--- src/atd_pkg.sv ---
// constants, types and register map of the alarm, trip display and
// reset control block; assumes a 25 MHz system clock
package atd_pkg;
  // clock and timing
  localparam int CLK_HZ = 25000000;
  localparam int FLASH_MS = 640; // alarm flash period
  localparam int PROG_FLASH_S = 10; // program alarm flash period
  localparam int CARD_FLASH_S = 2; // card save decimal point flash
  localparam int STEP_MS = 40; // keypad reference step interval
  localparam int ACCEL_MS = 1000; // hold time per rate doubling
  localparam int FLASH_CYC = FLASH_MS * (CLK_HZ / 1000);
  localparam int PROG_CYC = PROG_FLASH_S * CLK_HZ;
  localparam int CARD_CYC = CARD_FLASH_S * CLK_HZ;
  localparam int STEP_CYC = STEP_MS * (CLK_HZ / 1000);
  localparam int ACCEL_CYC = ACCEL_MS * (CLK_HZ / 1000);
  // thresholds, accumulators in 0.1 % units
  localparam logic [15:0] BRAKE_LIMIT = 16'h02EE; // 75.0 %
  localparam logic [15:0] OVL_LIMIT = 16'h02EE; // 75 %
  localparam logic [3:0] REFSEL_KEYPAD = 4'h4;
  localparam logic [15:0] UTRIP_RESET = 16'h0064; // 100
  localparam logic [15:0] ACT_DEFAULTS_A = 16'h04D1; // 1233
  localparam logic [15:0] ACT_DEFAULTS_B = 16'h04DC; // 1244
  localparam logic signed [15:0] REF_LIM = 16'sh7FF0; // rpm clamp
  localparam logic [2:0] MAX_SHIFT = 3'h4;
  // trip codes
  localparam logic [7:0] TRIP_UV = 8'h01;
  localparam logic [7:0] TRIP_EEF = 8'h1F;
  localparam logic [7:0] TRIP_HF_FIRST = 8'hC9; // first hardware fault
  localparam logic [7:0] TRIP_HF_LAST = 8'hD8; // sixteenth one
  // register byte offsets
  localparam logic [7:0] OFS_CTRL = 8'h00;
  localparam logic [7:0] OFS_UTRIP = 8'h04;
  localparam logic [7:0] OFS_ACTION = 8'h08;
  localparam logic [7:0] OFS_RATED = 8'h0C;
  localparam logic [7:0] OFS_STATUS = 8'h10;
  localparam logic [7:0] OFS_KEYREF = 8'h14;
  // control register fields
  localparam int CTRL_REVEN = 4;
  localparam int CTRL_STOPEN = 5;
  localparam int CTRL_LATCH = 6;
  localparam int CTRL_MOTOR2 = 7;
  localparam int CTRL_RESET = 8;
  localparam logic [8:0] CTRL_RESET_VAL = 9'h020;
  // key indices
  localparam int KEY_PARAM = 0;
  localparam int KEY_UP = 1;
  localparam int KEY_DOWN = 2;
  localparam int KEY_STOP = 3;
  localparam int KEY_RUN = 4;
  localparam int KEY_REV = 5;
  localparam int NKEYS = 6;
  // alarms in priority order
  typedef enum logic [2:0] {
    ALM_NONE, ALM_BRAKE, ALM_OVL, ALM_HEAT, ALM_TUNE, ALM_LIMIT, ALM_PROG
  } atd_alarm_t;
  // display modes, gray along status, keypad reference, parameter
  typedef enum logic [1:0] {
    DM_STATUS = 2'b00, DM_KEYREF = 2'b01, DM_PARAM = 2'b11
  } atd_mode_t;
endpackage

--- src/atd_ramp_if.sv ---
// carrier between the top block and the keypad reference ramp
// assumes both ends share one clock
`timescale 1ns/100ps
interface atd_ramp_if;
  logic up; // up key held
  logic down; // down key held
  logic enable; // adjusting allowed
  logic signed [15:0] speedRef; // keypad speed reference, rpm
  modport ctl (output up, output down, output enable, input speedRef);
  modport ramp (input up, input down, input enable, output speedRef);
endinterface

--- src/atd_period.sv ---
// free running period counter giving a flash phase
// assumes one clock and a reset asserted at power up
`timescale 1ns/100ps
module atd_period #(
  parameter int unsigned PERIOD = 16000000,
  parameter int unsigned ONTIME = 8000000
) (
  input wire logic clock,
  input wire logic nrst,
  output logic phaseOn
);
  import atd_pkg::*;
  typedef struct packed {
    logic [27:0] cnt; // position in the period
    logic on; // first part of the period
  } atd_per_st_t;
  atd_per_st_t st, next_st;
  // count and decode the phase
  always_comb
  begin
    next_st = st;
    if (st.cnt == 28'(PERIOD - 1))
      next_st.cnt = '0;
    else
      next_st.cnt = st.cnt + 28'h0000001;
    next_st.on = (next_st.cnt < 28'(ONTIME));
  end
  // state register
  always_ff @(posedge clock or negedge nrst)
  begin
    if (!nrst)
      st <= '0;
    else
      st <= next_st;
  end
  assign phaseOn = st.on;
endmodule

--- src/atd_ramp.sv ---
// keypad speed reference with a step rate that doubles while held
// assumes key levels already synchronised to clock
`timescale 1ns/100ps
module atd_ramp #(
  parameter int unsigned STEP_CYC = 1000000,
  parameter int unsigned ACCEL_CYC = 25000000
) (
  input wire logic clock,
  input wire logic nrst,
  atd_ramp_if.ramp rif
);
  import atd_pkg::*;
  typedef struct packed {
    logic [24:0] stepCnt; // cycles since last step
    logic [24:0] holdCnt; // cycles since last doubling
    logic [2:0] shift; // step is 1 << shift
    logic held; // key already acting
    logic signed [15:0] speedRef; // reference value
  } atd_ramp_st_t;
  atd_ramp_st_t st, next_st;
  logic signed [16:0] sum;
  logic signed [16:0] step;
  // step on first press, then every interval with growing size
  always_comb
  begin
    next_st = st;
    step = 17'sd1 <<< st.shift;
    sum = rif.up ? 17'(st.speedRef) + step : 17'(st.speedRef) - step;
    if (!rif.enable || (rif.up == rif.down))
    begin
      next_st.held = 1'b0;
      next_st.shift = '0;
      next_st.stepCnt = '0;
      next_st.holdCnt = '0;
    end
    else
    begin
      next_st.held = 1'b1;
      if (!st.held || st.stepCnt == 25'(STEP_CYC - 1))
      begin
        next_st.stepCnt = '0;
        if (sum > 17'(REF_LIM))
          next_st.speedRef = REF_LIM;
        else if (sum < -17'(REF_LIM))
          next_st.speedRef = -REF_LIM;
        else
          next_st.speedRef = sum[15:0];
      end
      else
        next_st.stepCnt = st.stepCnt + 25'h0000001;
      // rate rises each hold interval the key stays held, until the step reaches 16
      if (st.holdCnt == 25'(ACCEL_CYC - 1))
      begin
        next_st.holdCnt = '0;
        if (st.shift != MAX_SHIFT)
          next_st.shift = st.shift + 3'h1;
      end
      else
        next_st.holdCnt = st.holdCnt + 25'h0000001;
    end
  end
  // state register
  always_ff @(posedge clock or negedge nrst)
  begin
    if (!nrst)
      st <= '0;
    else
      st <= next_st;
  end
  assign rif.speedRef = st.speedRef;
endmodule

--- src/atd_top.sv ---
// alarm and trip display plus drive reset control, APB slave
// assumes keys arrive from pins; drive signals share the clock
//
// Summary of operation
// - alternate alarm code with second row data
// - flash alarms every 640ms, program every 10s
// - no alarm display while a parameter edits
// - braking alarm above 75.0% while transistor switches
// - overload alarm above 75% and current above rated
// - heat alarm from heatsink or board alarm
// - autotune, limit stop and program alarms shown
// - trip enters status mode, flashes trip code
// - freeze monitored values on non-undervoltage trips
// - parameter key opens parameter view, except hardware faults
// - selector 4 gives keypad control, keys active
// - up/down in status adjusts shown keypad reference
// - held up/down speeds up reference change
// - stop key resets when stopped or stop disabled
// - reset on rising reset request bit
// - writing 100 to user trip resets drive
// - eeprom fault needs 1233/1244, then load defaults
// - non-latching sequencer restarts on enable and run
// - latching sequencer also needs not-stop active
// - after stop key reset, wait fresh run edge
// - second motor set lights a first row point
// - card save flashes right-most point two seconds
//
// The APB register port and the register offsets were decided locally.
`timescale 1ns/100ps
module atd_top #(
  parameter int unsigned FLASH_CYC = atd_pkg::FLASH_CYC,
  parameter int unsigned PROG_CYC = atd_pkg::PROG_CYC,
  parameter int unsigned CARD_CYC = atd_pkg::CARD_CYC,
  parameter int unsigned STEP_CYC = atd_pkg::STEP_CYC,
  parameter int unsigned ACCEL_CYC = atd_pkg::ACCEL_CYC
) (
  input wire logic clock,
  input wire logic nrst,
  // APB slave
  input wire logic psel,
  input wire logic penable,
  input wire logic pwrite,
  input wire logic [7:0] paddr,
  input wire logic [31:0] pwdata,
  output logic [31:0] prdata,
  output logic pready,
  output logic pslverr,
  // keypad pins, high while pressed
  input wire logic [atd_pkg::NKEYS-1:0] keyPins,
  // drive side inputs
  input wire logic editActive, // a parameter is being edited
  input wire logic [15:0] brakeTherm, // resistor accumulator
  input wire logic brakeSwitching, // braking transistor active
  input wire logic [15:0] ovlAccum, // motor overload accumulator
  input wire logic [15:0] outCurrent, // output current
  input wire logic heatsinkAlarm,
  input wire logic boardAlarm,
  input wire logic autotuneActive,
  input wire logic limitStopActive,
  input wire logic programRunning,
  input wire logic tripActive,
  input wire logic [7:0] tripCode,
  input wire logic driveRunning,
  input wire logic enableIn,
  input wire logic notStopIn,
  input wire logic [2:0] runInputs, // run forward, reverse, run
  input wire logic cardSaved, // pulse, card save finished
  // display and control outputs
  output atd_pkg::atd_alarm_t alarmCode,
  output logic alarmShow,
  output logic tripRow1,
  output logic tripCodeShow,
  output atd_pkg::atd_mode_t dispMode,
  output logic freezeMonitors,
  output logic keypadControl,
  output logic revKeyActive,
  output logic signed [15:0] keyRef,
  output logic [1:0] decimalPoints,
  output logic stopCmd,
  output logic runCmd,
  output logic revCmd,
  output logic driveReset,
  output logic loadDefaults,
  output logic runPermit
);
  import atd_pkg::*;

  // whole block state
  typedef struct packed {
    logic [NKEYS-1:0] syncA; // first synchroniser stage
    logic [NKEYS-1:0] syncB; // second synchroniser stage
    logic [NKEYS-1:0] keyPrev; // for press edges
    logic [8:0] ctrl; // control register
    logic [15:0] utrip; // user trip value
    logic [15:0] action; // action value
    logic [15:0] rated; // rated current
    logic [31:0] rdata; // read data
    logic rerr; // unmapped access
    atd_mode_t mode;
    atd_alarm_t alarm;
    logic alarmShow;
    logic tripCodeShow;
    logic tripRow1;
    logic tripPrev;
    logic freeze;
    logic holdOff; // waiting for fresh run edge
    logic [2:0] runPrev;
    logic runPermit;
    logic driveReset;
    logic loadDefaults;
    logic stopCmd;
    logic runCmd;
    logic revCmd;
    logic [25:0] cardCnt; // card flash time left
    logic [1:0] dp;
  } atd_st_t;
  atd_st_t st, next_st;

  logic flashPhase; // 640 ms flash phase
  logic progPhase; // 10 s flash phase
  atd_ramp_if rampIf ();

  // alarm priority pick
  function automatic atd_alarm_t alarmPick(input logic [5:0] c);
    atd_alarm_t a;
    a = ALM_NONE;
    if (c[0])
      a = ALM_BRAKE;
    else if (c[1])
      a = ALM_OVL;
    else if (c[2])
      a = ALM_HEAT;
    else if (c[3])
      a = ALM_TUNE;
    else if (c[4])
      a = ALM_LIMIT;
    else if (c[5])
      a = ALM_PROG;
    return a;
  endfunction

  // register address decode, used only for the error response to reads and writes
  function automatic logic mapped(input logic [7:0] a);
    return a == OFS_CTRL || a == OFS_UTRIP || a == OFS_ACTION ||
      a == OFS_RATED || a == OFS_STATUS || a == OFS_KEYREF;
  endfunction

  atd_period #(.PERIOD(FLASH_CYC), .ONTIME(FLASH_CYC / 2)) uFlash (
    .clock(clock),
    .nrst(nrst),
    .phaseOn(flashPhase)
  );
  atd_period #(.PERIOD(PROG_CYC), .ONTIME(FLASH_CYC / 2)) uProg (
    .clock(clock),
    .nrst(nrst),
    .phaseOn(progPhase)
  );
  atd_ramp #(.STEP_CYC(STEP_CYC), .ACCEL_CYC(ACCEL_CYC)) uRamp (
    .clock(clock),
    .nrst(nrst),
    .rif(rampIf)
  );

  logic [NKEYS-1:0] press; // key press edges, gated
  logic hfTrip; // hardware fault trip
  logic eefTrip; // eeprom fault trip
  logic keypadCtl; // keypad control selected
  logic wr; // APB write strobe
  logic brakeCond;
  logic ovlCond;
  logic stopReset;
  logic paramReset;
  logic commsReset;
  logic eefOk;
  logic doReset;
  logic anyRun;

  // decode of inputs and reset sources
  always_comb
  begin
    hfTrip = tripActive && tripCode >= TRIP_HF_FIRST &&
      tripCode <= TRIP_HF_LAST;
    eefTrip = tripActive && tripCode == TRIP_EEF;
    press = hfTrip ? '0 : (st.syncB & ~st.keyPrev);
    keypadCtl = st.ctrl[3:0] == REFSEL_KEYPAD;
    wr = psel && penable && pwrite;
    brakeCond = brakeTherm > BRAKE_LIMIT && brakeSwitching;
    ovlCond = ovlAccum > OVL_LIMIT && outCurrent > st.rated;
    // stop key resets unless it is acting as a running stop
    stopReset = press[KEY_STOP] && (!driveRunning ||
      !st.ctrl[CTRL_STOPEN] || st.syncB[KEY_RUN]);
    paramReset = wr && paddr == OFS_CTRL && pwdata[CTRL_RESET] &&
      !st.ctrl[CTRL_RESET];
    commsReset = wr && paddr == OFS_UTRIP &&
      pwdata[15:0] == UTRIP_RESET;
    eefOk = st.action == ACT_DEFAULTS_A ||
      st.action == ACT_DEFAULTS_B;
    doReset = (stopReset || paramReset || commsReset) &&
      (!eefTrip || eefOk);
    anyRun = |runInputs;
  end

  // ramp only adjusts in keypad control outside parameter view
  always_comb
  begin
    rampIf.enable = keypadCtl && st.mode != DM_PARAM && !hfTrip &&
      !editActive;
    rampIf.up = st.syncB[KEY_UP];
    rampIf.down = st.syncB[KEY_DOWN];
  end

  // next state of the whole block
  always_comb
  begin
    next_st = st;
    // keys: two flip-flops from the pins
    next_st.syncA = keyPins;
    next_st.syncB = st.syncA;
    next_st.keyPrev = st.syncB;
    // APB writes
    if (wr)
    begin
      unique case (paddr)
        OFS_CTRL: next_st.ctrl = pwdata[8:0];
        OFS_UTRIP: next_st.utrip = pwdata[15:0];
        OFS_ACTION: next_st.action = pwdata[15:0];
        OFS_RATED: next_st.rated = pwdata[15:0];
        default: ;
      endcase
    end
    // APB read data captured in the setup cycle
    if (psel && !penable)
    begin
      next_st.rerr = !mapped(paddr);
      unique case (paddr)
        OFS_CTRL: next_st.rdata = {23'h0, st.ctrl};
        OFS_UTRIP: next_st.rdata = {16'h0, st.utrip};
        OFS_ACTION: next_st.rdata = {16'h0, st.action};
        OFS_RATED: next_st.rdata = {16'h0, st.rated};
        OFS_STATUS: next_st.rdata = {20'h0, eefTrip, st.runPermit,
          st.holdOff, keypadCtl, st.mode, st.freeze, tripActive,
          st.alarmShow, st.alarm};
        OFS_KEYREF: next_st.rdata = {16'h0, rampIf.speedRef};
        default: next_st.rdata = '0;
      endcase
    end
    // alarm choice and flashing
    next_st.alarm = alarmPick({programRunning, limitStopActive,
      autotuneActive, heatsinkAlarm || boardAlarm, ovlCond,
      brakeCond});
    next_st.alarmShow = next_st.alarm != ALM_NONE && !editActive &&
      !tripActive && ((next_st.alarm == ALM_PROG) ? progPhase :
      flashPhase);
    // trip display and freeze
    next_st.tripPrev = tripActive;
    next_st.tripRow1 = tripActive;
    next_st.tripCodeShow = tripActive && flashPhase;
    next_st.freeze = tripActive && tripCode != TRIP_UV;
    // display mode
    if (tripActive && !st.tripPrev)
      next_st.mode = DM_STATUS;
    else if (press[KEY_PARAM])
      next_st.mode = DM_PARAM;
    else if (rampIf.enable && (press[KEY_UP] || press[KEY_DOWN]))
      next_st.mode = DM_KEYREF;
    // keypad run, stop and reverse commands
    next_st.stopCmd = keypadCtl && st.ctrl[CTRL_STOPEN] &&
      press[KEY_STOP] && !st.syncB[KEY_RUN];
    next_st.runCmd = keypadCtl && press[KEY_RUN];
    next_st.revCmd = keypadCtl && st.ctrl[CTRL_REVEN] &&
      press[KEY_REV];
    // reset and defaults
    next_st.driveReset = doReset;
    next_st.loadDefaults = doReset && eefTrip;
    // stop key reset waits for a fresh run edge; set wins over clear
    next_st.runPrev = runInputs;
    if (doReset && stopReset)
      next_st.holdOff = 1'b1;
    else if (|(runInputs & ~st.runPrev))
      next_st.holdOff = 1'b0;
    next_st.runPermit = !tripActive && !next_st.holdOff && enableIn &&
      anyRun && (!st.ctrl[CTRL_LATCH] || notStopIn);
    // card save point flash
    if (cardSaved)
      next_st.cardCnt = 26'(CARD_CYC);
    else if (st.cardCnt != '0)
      next_st.cardCnt = st.cardCnt - 26'h0000001;
    next_st.dp[0] = st.cardCnt != '0 && flashPhase;
    next_st.dp[1] = st.ctrl[CTRL_MOTOR2];
  end

  // state register
  always_ff @(posedge clock or negedge nrst)
  begin
    if (!nrst)
    begin
      st <= '0;
      st.ctrl <= CTRL_RESET_VAL;
    end
    else
      st <= next_st;
  end

  // outputs
  assign prdata = st.rdata;
  assign pready = psel && penable;
  assign pslverr = psel && penable && st.rerr;
  assign alarmCode = st.alarm;
  assign alarmShow = st.alarmShow;
  assign tripRow1 = st.tripRow1;
  assign tripCodeShow = st.tripCodeShow;
  assign dispMode = st.mode;
  assign freezeMonitors = st.freeze;
  assign keypadControl = keypadCtl;
  assign revKeyActive = keypadCtl && st.ctrl[CTRL_REVEN];
  assign keyRef = rampIf.speedRef;
  assign decimalPoints = st.dp;
  assign stopCmd = st.stopCmd;
  assign runCmd = st.runCmd;
  assign revCmd = st.revCmd;
  assign driveReset = st.driveReset;
  assign loadDefaults = st.loadDefaults;
  assign runPermit = st.runPermit;

  // checks on the display and reset logic
  edit_quiet_a: assert property (@(posedge clock)
    disable iff (!nrst) editActive |=> !alarmShow)
    else $error("alarm shown in edit");
  alarm_phase_a: assert property (@(posedge clock)
    disable iff (!nrst) alarmShow && alarmCode != ALM_PROG |->
    $past(flashPhase)) else $error("alarm outside flash phase");
  brake_first_a: assert property (@(posedge clock)
    disable iff (!nrst) brakeCond |=> alarmCode == ALM_BRAKE)
    else $error("braking alarm missed");
  ovl_second_a: assert property (@(posedge clock)
    disable iff (!nrst) !brakeCond && ovlCond |=> alarmCode == ALM_OVL)
    else $error("overload alarm missed");
  trip_freeze_a: assert property (@(posedge clock)
    disable iff (!nrst) (tripActive && tripCode != TRIP_UV) [*2] |->
    freezeMonitors) else $error("monitors not frozen");
  hf_keys_a: assert property (@(posedge clock)
    disable iff (!nrst) hfTrip && tripActive == $past(tripActive) |=>
    dispMode == $past(dispMode))
    else $error("key acted in hardware fault");
  comms_reset_a: assert property (@(posedge clock)
    disable iff (!nrst) commsReset && !eefTrip |=> driveReset)
    else $error("user trip reset missed");
  eef_block_a: assert property (@(posedge clock)
    disable iff (!nrst) eefTrip && !eefOk |=> !driveReset && !loadDefaults)
    else $error("reset accepted in eeprom fault");
  hold_off_a: assert property (@(posedge clock)
    disable iff (!nrst) $rose(st.holdOff) |-> !runPermit)
    else $error("restart before fresh run edge");
  trip_row_a: assert property (@(posedge clock)
    disable iff (!nrst) $rose(tripActive) |=>
    tripRow1 && dispMode == DM_STATUS)
    else $error("trip not shown");
endmodule

--- config.mk ---
export PLATFORM = sky130hd
export DESIGN_NAME = atd_top
export DESIGN_NICKNAME = d
export VERILOG_FILES = /design/src/atd_pkg.sv /design/src/atd_ramp_if.sv /design/src/atd_period.sv /design/src/atd_ramp.sv /design/src/atd_top.sv
export SDC_FILE = /design/constraint.sdc
export NUM_CORES = 1
export LEC_CHECK = 0
export ABC_AREA = 1
export ABC_CLOCK_PERIOD_IN_PS = 3800
export BUFFER_PORTS_ARGS = -buffer_cell sky130_fd_sc_hd__buf_4
export CORE_ASPECT_RATIO = 1.25
export CORE_MARGIN = 5
export CORE_UTILIZATION = 30
export DETAILED_ROUTE_END_ITERATION = 8
export HOLD_SLACK_MARGIN = 0.12
export PLACE_DENSITY = 0.55
export SYNTH_ARGS = -nofsm -noshare
export SYNTH_HDL_FRONTEND = slang
export SYNTH_SLANG_ARGS = --single-unit
export TNS_END_PERCENT = 20
--- constraint.sdc ---
create_clock -name clock -period 3.8 [get_ports clock]
set_input_delay 0.76 -clock clock [delete_from_list [all_inputs] [get_ports clock]]
set_output_delay 0.76 -clock clock [all_outputs]
set_load 0.005 [all_outputs]
==> results of run 1 <==
-- layout by cell type (no fill, tap or decap), drive strengths merged, types with 9 or more instances in the layout --
cell      n
a211oi    9
a21oi    74
nand3b    9
xor2     40
a221oi   10
nand3   109
nor2    251
nor3b    14
clkinv   10
ha       45
nor4     27
conb     16
o21ai   113
nand4    63
clkbuf   40
a31oi    14
dfrtp   266
nor3     79
inv     337
nand2   484
buf     185
-- metal layers --
layer | share of wire [%] | track usage [%] | vias to the layer above
li1 | - | - | 6988
met1 | 41 | 18.83 | 6577
met2 | 50 | 28.52 | 339
met3 | 5.1 | 2.603 | 75
met4 | 3.1 | 5.120 | 0
met5 | 0 | 0 | -
-- report_power, final --
group	switching, mW	internal (mW)
Clock	1.21	1.75
Combinational	0.310	0.203
Sequential	0.0448	2.90
Total	1.57	4.85
-- how the worst max path moves through the flow --
| stage | start | end | slack [ns] |
|---|---|---|---|
| after floorplan | uRamp.st[17] | uRamp.rif.speedRef[10] | 0.62 |
| after global placement | uRamp.st[17] | uRamp.rif.speedRef[2] | 0.18 |
| after detailed placement | uRamp.st[17] | uRamp.rif.speedRef[0] | 0.12 |
| after CTS | uRamp.st[17] | uRamp.rif.speedRef[0] | 0.11 |
| after global routing | uRamp.st[17] | uRamp.rif.speedRef[2] | -0.007 |
| final | uRamp.st[17] | uRamp.rif.speedRef[11] | 0.31 |
-- sequential cells by signal (all words and copies together) (netlist names), 2 cells and up --
signal and flops:
uFlash.st 28, decimalPoints 2, prdata 16, dispMode 2, uProg.st 28, uRamp.st 54
st 94, alarmCode 3, uRamp.rif.speedRef 16, next_st 13
-- cell type report --
cell class              count  area (µm²)  share of cell area (%)
inverters                 337        1267                   6.781
multi-input cells        1410        7447                   39.84
repair buffers            185        1434                   7.671
well taps                 672       840.8                   4.498
clock inverters            16       150.1                  0.8033
clock buffers              40       869.6                   4.652
flip-flops and latches    267        6683                   35.75
-- worst max-delay path: cells and delay by family (launching register included) --
| family | cells | cell delay, ns |
|---|---|---|
| compound gates | 2 | 0.20 |
| buf+inv | 6 | 0.57 |
| xor+xnor | 1 | 0.16 |
| flops | 1 | 0.41 |
| simple gates | 16 | 1.30 |
| fa+ha+maj | 3 | 0.74 |
-- logic make-up (layout without fill, tap and decap cells) --
group / count (synthesis) / after routing
xor+xnor: 46 / 46
buf+inv: 417 / 578
fa+ha+maj: 46 / 46
simple gates: 1044 / 1045
flops: 267 / 267
other cells: 1 / 16
compound gates: 257 / 257
-- through the flow --
stage	cells	instance area [µm²]	hold WS [ns]	utilization (%)
5_1_grt	2927	18690	0.2664	35.71
2_1_floorplan	2093	15800	0.3312	-
3_5_place_dp	2865	17500	0.3347	33.44
4_1_cts	2921	18520	0.2409	35.39
6_report	2927	18690	0.2316	35.71
3_3_place_gp	2865	17500	0.3356	33.44
-- repair_timing --
action	CTS	global route
hold endpoints to repair	0	0
setup endpoints to repair	0	15
buffers inserted	0	5
resized for setup	0	35
==> reports/qor.csv, run 1 <==
metric;value;unit
result of the run;finished clean;
RR Endpoint;uRamp.rif.speedRef[11];
Clock H-tree levels;1;
residual overflow from global routing;0;
Final GP Congestion;0.9075;
complex-gate fraction of the synthesized area;9.750;%
cts bufs inserted;31;
worst-path cell with the longest stage delay;sky130_fd_sc_hd__dfrtp_1;
mapped cell area;15750;µm²
initial core utilization;30.08;%
maximum vdd drop;303.1;µV
placeable core region;52340;µm²
die outline height;266.1;µm
number of rows in the core area;94;
clock network latency to the later pin of the worst-skew pair;0.56;ns
element type at the critical path start;flop;
pre-CTS setup slack;0.1234;ns
clock slew seen by the registers of the worst setup and hold paths;0.06;ns
sum of negative setup slack;0;ns
data arrival at the endpoint of the critical path;3.94;ns
data required time at the worst endpoint;4.25;ns
YS warnings;0;
Most used DFF post-synth;sky130_fd_sc_hd__dfrtp_1;
share of synthesized area occupied by flip-flops and latches;42.44;%
CTS tree;built;
vias in the first global route;13932;
transition time at the pin with the least slew margin;0.7841;ns
synthesized-area fraction occupied by adder cells;3.703;%
DRC violation count after routing;0;
NumNets Final;2400;
library cells used by synthesis;61;
ratio of cells with drive above 1 in the final layout;15.65;%
detailed-route vias per instance;4.776;
leading post-synthesis cells by instance count;sky130_fd_sc_hd__nand2_1, sky130_fd_sc_hd__inv_1, sky130_fd_sc_hd__dfrtp_1, sky130_fd_sc_hd__nor2_1, sky130_fd_sc_hd__o21ai_0;
Final Setup Violations;0;
Mean Syn Cell Area;7.577;µm²
pin count of the biggest net entering global routing;96;
via count;13979;
total chip power;6.417;mW
Relative slew margins;47.72;%
power per cell area;343.3;nW/µm²
Worst Reg2Reg Path Length in Cells;28;
number of optimization iterations in the first detailed-route pass;5;
Crit. End Element;flop;
number of antenna violations at the first check in global routing;0;
Hold Crit Class;in -> async;
maximum buffer depth of the clock tree;3;
Tmin final;3.489;ns
area of the die;57190;µm²
leading post-synthesis cells by cell area;sky130_fd_sc_hd__dfrtp_1, sky130_fd_sc_hd__nand2_1, sky130_fd_sc_hd__inv_1;
diode count;0;
top cell type by total area after synthesis;sky130_fd_sc_hd__dfrtp_1;
Worst Skew;0.01070;ns
basic-gate share of the synthesized area counting and, or, nand and nor cells;30.07;%
area share of the largest cell type after synthesis;42.28;%
Async SR Flop Fraction;100.0;%
Largest stage delay, worst path;0.41;ns
TritonCTS Sinks;267;
number of pins exceeding their max-slew limit in the final report;0;
period utilization;91.83;%
most instantiated library cell after synthesis;sky130_fd_sc_hd__nand2_1;
synthesized instance count;2078;
combinational family with the most area after synthesis;simple AND/OR/NAND/NOR gates;
Post-synth EDFFs;0;
number of antenna-violating nets in the routed design;0;
endpoints failing hold;0;
number of maximum-capacitance violations;0;
maximum fanout along the worst path;10;
aggregate routed wire length;45.49;mm
number of buffers added to fix hold violations after cts;0;
Avg WL per Cell;15.54;µm
GRT Total Usage;15.65;%
setup slack on the worst flop-to-flop path;0.31;ns
root buffer cell;sky130_fd_sc_hd__clkbuf_16;
Pleak;8.885;nW
Worst Setup Path Type;reg -> reg;
highest clock frequency the design can meet;0.2866;GHz
post-layout worst setup margin;0.3106;ns
xor and xnor area share after synthesis;2.559;%
wire length of the first global-routing pass;74.17;mm
most prevalent standard cell on the critical path;sky130_fd_sc_hd__nand2_1;
number of register bits inferred by synthesis;267;
violation count after the first detailed-route iteration;747;
launch instance of the worst register-to-register path;uRamp.st[17];
port buffer count;158;
top-level port count;191;
number of filler instances in the final layout;5498;
area delta synth->final;18.71;%
Final HPWL DP;35.61;mm
die width;214.9;µm
multiplexer share of the synthesized area;0;%
Power figures use the tool's default switching activity.
==> inputs of run 2 (changes only) <==
==> constraint.sdc (replaced) <==
create_clock -name clock -period 3.8 [get_ports clock]
set_input_delay 0.57 -clock clock [delete_from_list [all_inputs] [get_ports clock]]
set_output_delay 0.57 -clock clock [all_outputs]
set_load 0.005 [all_outputs]
==> reports/qor.csv, run 2 (synthesized netlist as in run 1, its figures left out) <==
metric;value;unit;change
data arrival at the endpoint of the critical path;3.97;ns;was 3.94 ns
worst-path cell with the longest stage delay;sky130_fd_sc_hd__dfrtp_1;;unchanged
detailed-route vias per instance;4.731;;was 4.776
commonest non-fill, non-tap cells in the layout;sky130_fd_sc_hd__nand2_1, sky130_fd_sc_hd__inv_1, sky130_fd_sc_hd__dfrtp_1, sky130_fd_sc_hd__nor2_1, sky130_fd_sc_hd__buf_4;;unchanged
residual overflow from global routing;0;;unchanged
result of the run;finished clean;;unchanged
Avg WL per Cell;15.59;µm;was 15.54 µm
highest clock frequency the design can meet;0.2865;GHz;was 0.2866 GHz
die width;214.9;µm;unchanged
Final HPWL DP;35.86;mm;was 35.61 mm
number of maximum-capacitance violations;0;;unchanged
number of rows in the core area;94;;unchanged
Pleak;8.854;nW;was 8.885 nW
Top reg by flops;st;;unchanged
setup repair after global routing missed its margin;false;;
violation count after the first detailed-route iteration;751;;was 747
portion of total power attributed to combinational logic;8.3;%;was 8.0%
element type at the critical path start;flop;;unchanged
period utilization;91.86;%;was 91.83%
most prevalent standard cell on the critical path;sky130_fd_sc_hd__nand2_2;;was sky130_fd_sc_hd__nand2_1
power share of the sequential group;46.9;%;was 45.9%
placeable core region;52340;µm²;unchanged
NumNets Final;2400;;unchanged
Worst Skew;0.01108;ns;was 0.01070 ns
GRT Total Usage;15.69;%;was 15.65%
CP Depth;23;;was 28
number of antenna-violating nets in the routed design;0;;unchanged
Worst Reg2Reg Path Length in Cells;23;;was 28
data required time at the worst endpoint;4.28;ns;was 4.25 ns
Tmin final;3.491;ns;was 3.489 ns
CTS tree;built;;unchanged
Hold Worst Slack;0.2070;ns;was 0.2316 ns
Clock Power Share;44.8;%;was 46.1%
pin count of the biggest net entering global routing;98;;was 96
aggregate routed wire length;45.59;mm;was 45.49 mm
post-layout worst setup margin;0.3095;ns;was 0.3106 ns
area delta synth->final;18.72;%;was 18.71%
most common library cell in the layout ignoring fill and taps;sky130_fd_sc_hd__nand2_1;;unchanged
wire length of the first global-routing pass;74.31;mm;was 74.17 mm
registers with the most flip-flops;st (94), uRamp.st (54);;unchanged
fraction of power spent switching nets;24.31;%;was 24.39%
endpoints failing hold;0;;unchanged
root buffer cell;sky130_fd_sc_hd__clkbuf_16;;unchanged
# Post-CTS Setup Buffers;0;;unchanged
vias in the first global route;13940;;was 13932
Final GP Congestion;0.9017;;was 0.9075
pre-CTS setup slack;0.1271;ns;was 0.1234 ns
internal power;4.759;mW;was 4.852 mW
number of antenna violations at the first check in global routing;0;;unchanged
kind of cell with the highest combined delay on the critical path;simple AND/OR/NAND/NOR gates;;unchanged
port buffer count;158;;unchanged
maximum buffer depth of the clock tree;3;;unchanged
number of optimization iterations in the first detailed-route pass;5;;unchanged
number of cells on the worst hold path;1;;
die outline height;266.1;µm;unchanged
transition time at the pin with the least slew margin;0.8517;ns;was 0.7841 ns
Hold Crit Class;in -> reg;;was in -> async
Final Setup Violations;0;;unchanged
switching component of the power;1.528;mW;was 1.565 mW
top-level port count;191;;unchanged
Largest stage delay, worst path;0.42;ns;was 0.41 ns
flip-flop count of the largest register after layout;94;;unchanged
diode count;0;;unchanged
sum of negative setup slack;0;ns;unchanged
clock slew seen by the registers of the worst setup and hold paths;0.06;ns;about the same
ratio of cells with drive above 1 in the final layout;15.22;%;was 15.65%
clock network latency to the later pin of the worst-skew pair;0.56;ns;about the same
Crit. End Element;flop;;unchanged
power per cell area;336.4;nW/µm²;was 343.3 nW/µm²
number of pins exceeding their max-slew limit in the final report;0;;unchanged
DRC violation count after routing;0;;unchanged
via count;13837;;was 13979
Relative slew margins;42.70;%;was 47.72%
cts bufs inserted;30;;was 31
maximum fanout along the worst path;10;;unchanged
maximum vdd drop;313.9;µV;was 303.1 µV
Worst Setup Path Type;reg -> reg;;unchanged
cells along the critical path;ha_1 > ha_1 > inv_1 > nand3b_1 > nor2_1 > ha_1 > nand2_1 > o21ai_0 > ha_1 > nand2_2 > inv_1 > nand2_1 > nand2_2 > nand2_2 > nand4_1 > nand2_2 > nand2_1 > nor2_1 > nand3_1 > nand2_2 > a21oi_4 > buf_12 > a21oi_2;;
area of the die;57190;µm²;unchanged
initial core utilization;30.08;%;unchanged
TritonCTS Sinks;267;;unchanged
number of filler instances in the final layout;5425;;was 5498
Clock H-tree levels;1;;unchanged
worst path bufs/invs;3;;was 6
## run 2: changes by cell type in the layout (fill, tap and decap cells not counted), moves of 5 or more
cell,previous run,this run
sky130_fd_sc_hd__nand2_2,28,33
sky130_fd_sc_hd__nand2_1,452,447
sky130_fd_sc_hd__buf_4,181,171
sky130_fd_sc_hd__dlygate4sd3_1,0,10
## run 2: what timing repair did
action	4_1_cts	5_1_grt
hold buffers	10	0
gates resized for setup	0	36
hold endpoints to repair	98	0
endpoints found under the setup margin	0	15
## run 2: worst paths after layout
kind	slack, ns	endpoint	startpoint
setup / recovery	0.31	uRamp.rif.speedRef[11]	uRamp.st[17]
hold / removal	0.21	st[39]	tripActive
setup reg to reg	0.31	uRamp.rif.speedRef[11]	uRamp.st[17]
hold reg to reg	0.35	next_st[142]	next_st[148]
max in group asynchronous	2.27	prdata[3]	nrst
min in group asynchronous	0.63	st[9]	nrst
## run 2: stage by stage
| step | power, mW | cells | area [µm²] | util [%] |
|---|---|---|---|---|
| 6_report | 6.288 | 2925 | 18690 | 35.72 |
| 5_1_grt | 6.592 | 2925 | 18690 | 35.72 |
| 4_1_cts | 6.393 | 2924 | 18550 | 35.45 |
| 3_5_place_dp | 3.508 | 2861 | 17490 | 33.41 |
| 3_3_place_gp | 3.497 | 2861 | 17490 | 33.41 |
| 2_1_floorplan | 3.251 | 2093 | 15800 | - |
## run 2: power by group through the flow
stage / Clock (mW) / Combinational (mW) / Sequential [mW]
floorplan: 0 / 0.270 / 2.98
global placement: 0 / 0.500 / 3.00
detailed placement: 0 / 0.509 / 3.00
CTS: 2.93 / 0.519 / 2.95
global route: 3.05 / 0.589 / 2.95
finish: 2.82 / 0.520 / 2.95
## run 2: cell type report
class / instances / area, µm² / area share, %
Clock buffer: 40 / 859.6 / 4.598
Sequential cell: 267 / 6683 / 35.75
Tap cell: 672 / 840.8 / 4.498
Inverter: 337 / 1267 / 6.780
Timing Repair Buffer: 186 / 1479 / 7.912
Multi-Input combinational cell: 1410 / 7456 / 39.89
Clock inverter: 13 / 107.6 / 0.5756
## run 2: per-layer routing
metal | share of wire, % | routed length (µm) | up-vias | global-route usage (%)
met5 | 0 | 0 | - | 0
met4 | 4.0 | 1835 | 0 | 6.113
met3 | 4.7 | 2129 | 77 | 2.364
met2 | 49 | 22440 | 312 | 28.13
met1 | 42 | 19190 | 6456 | 19.00
li1 | - | - | 6992 | -
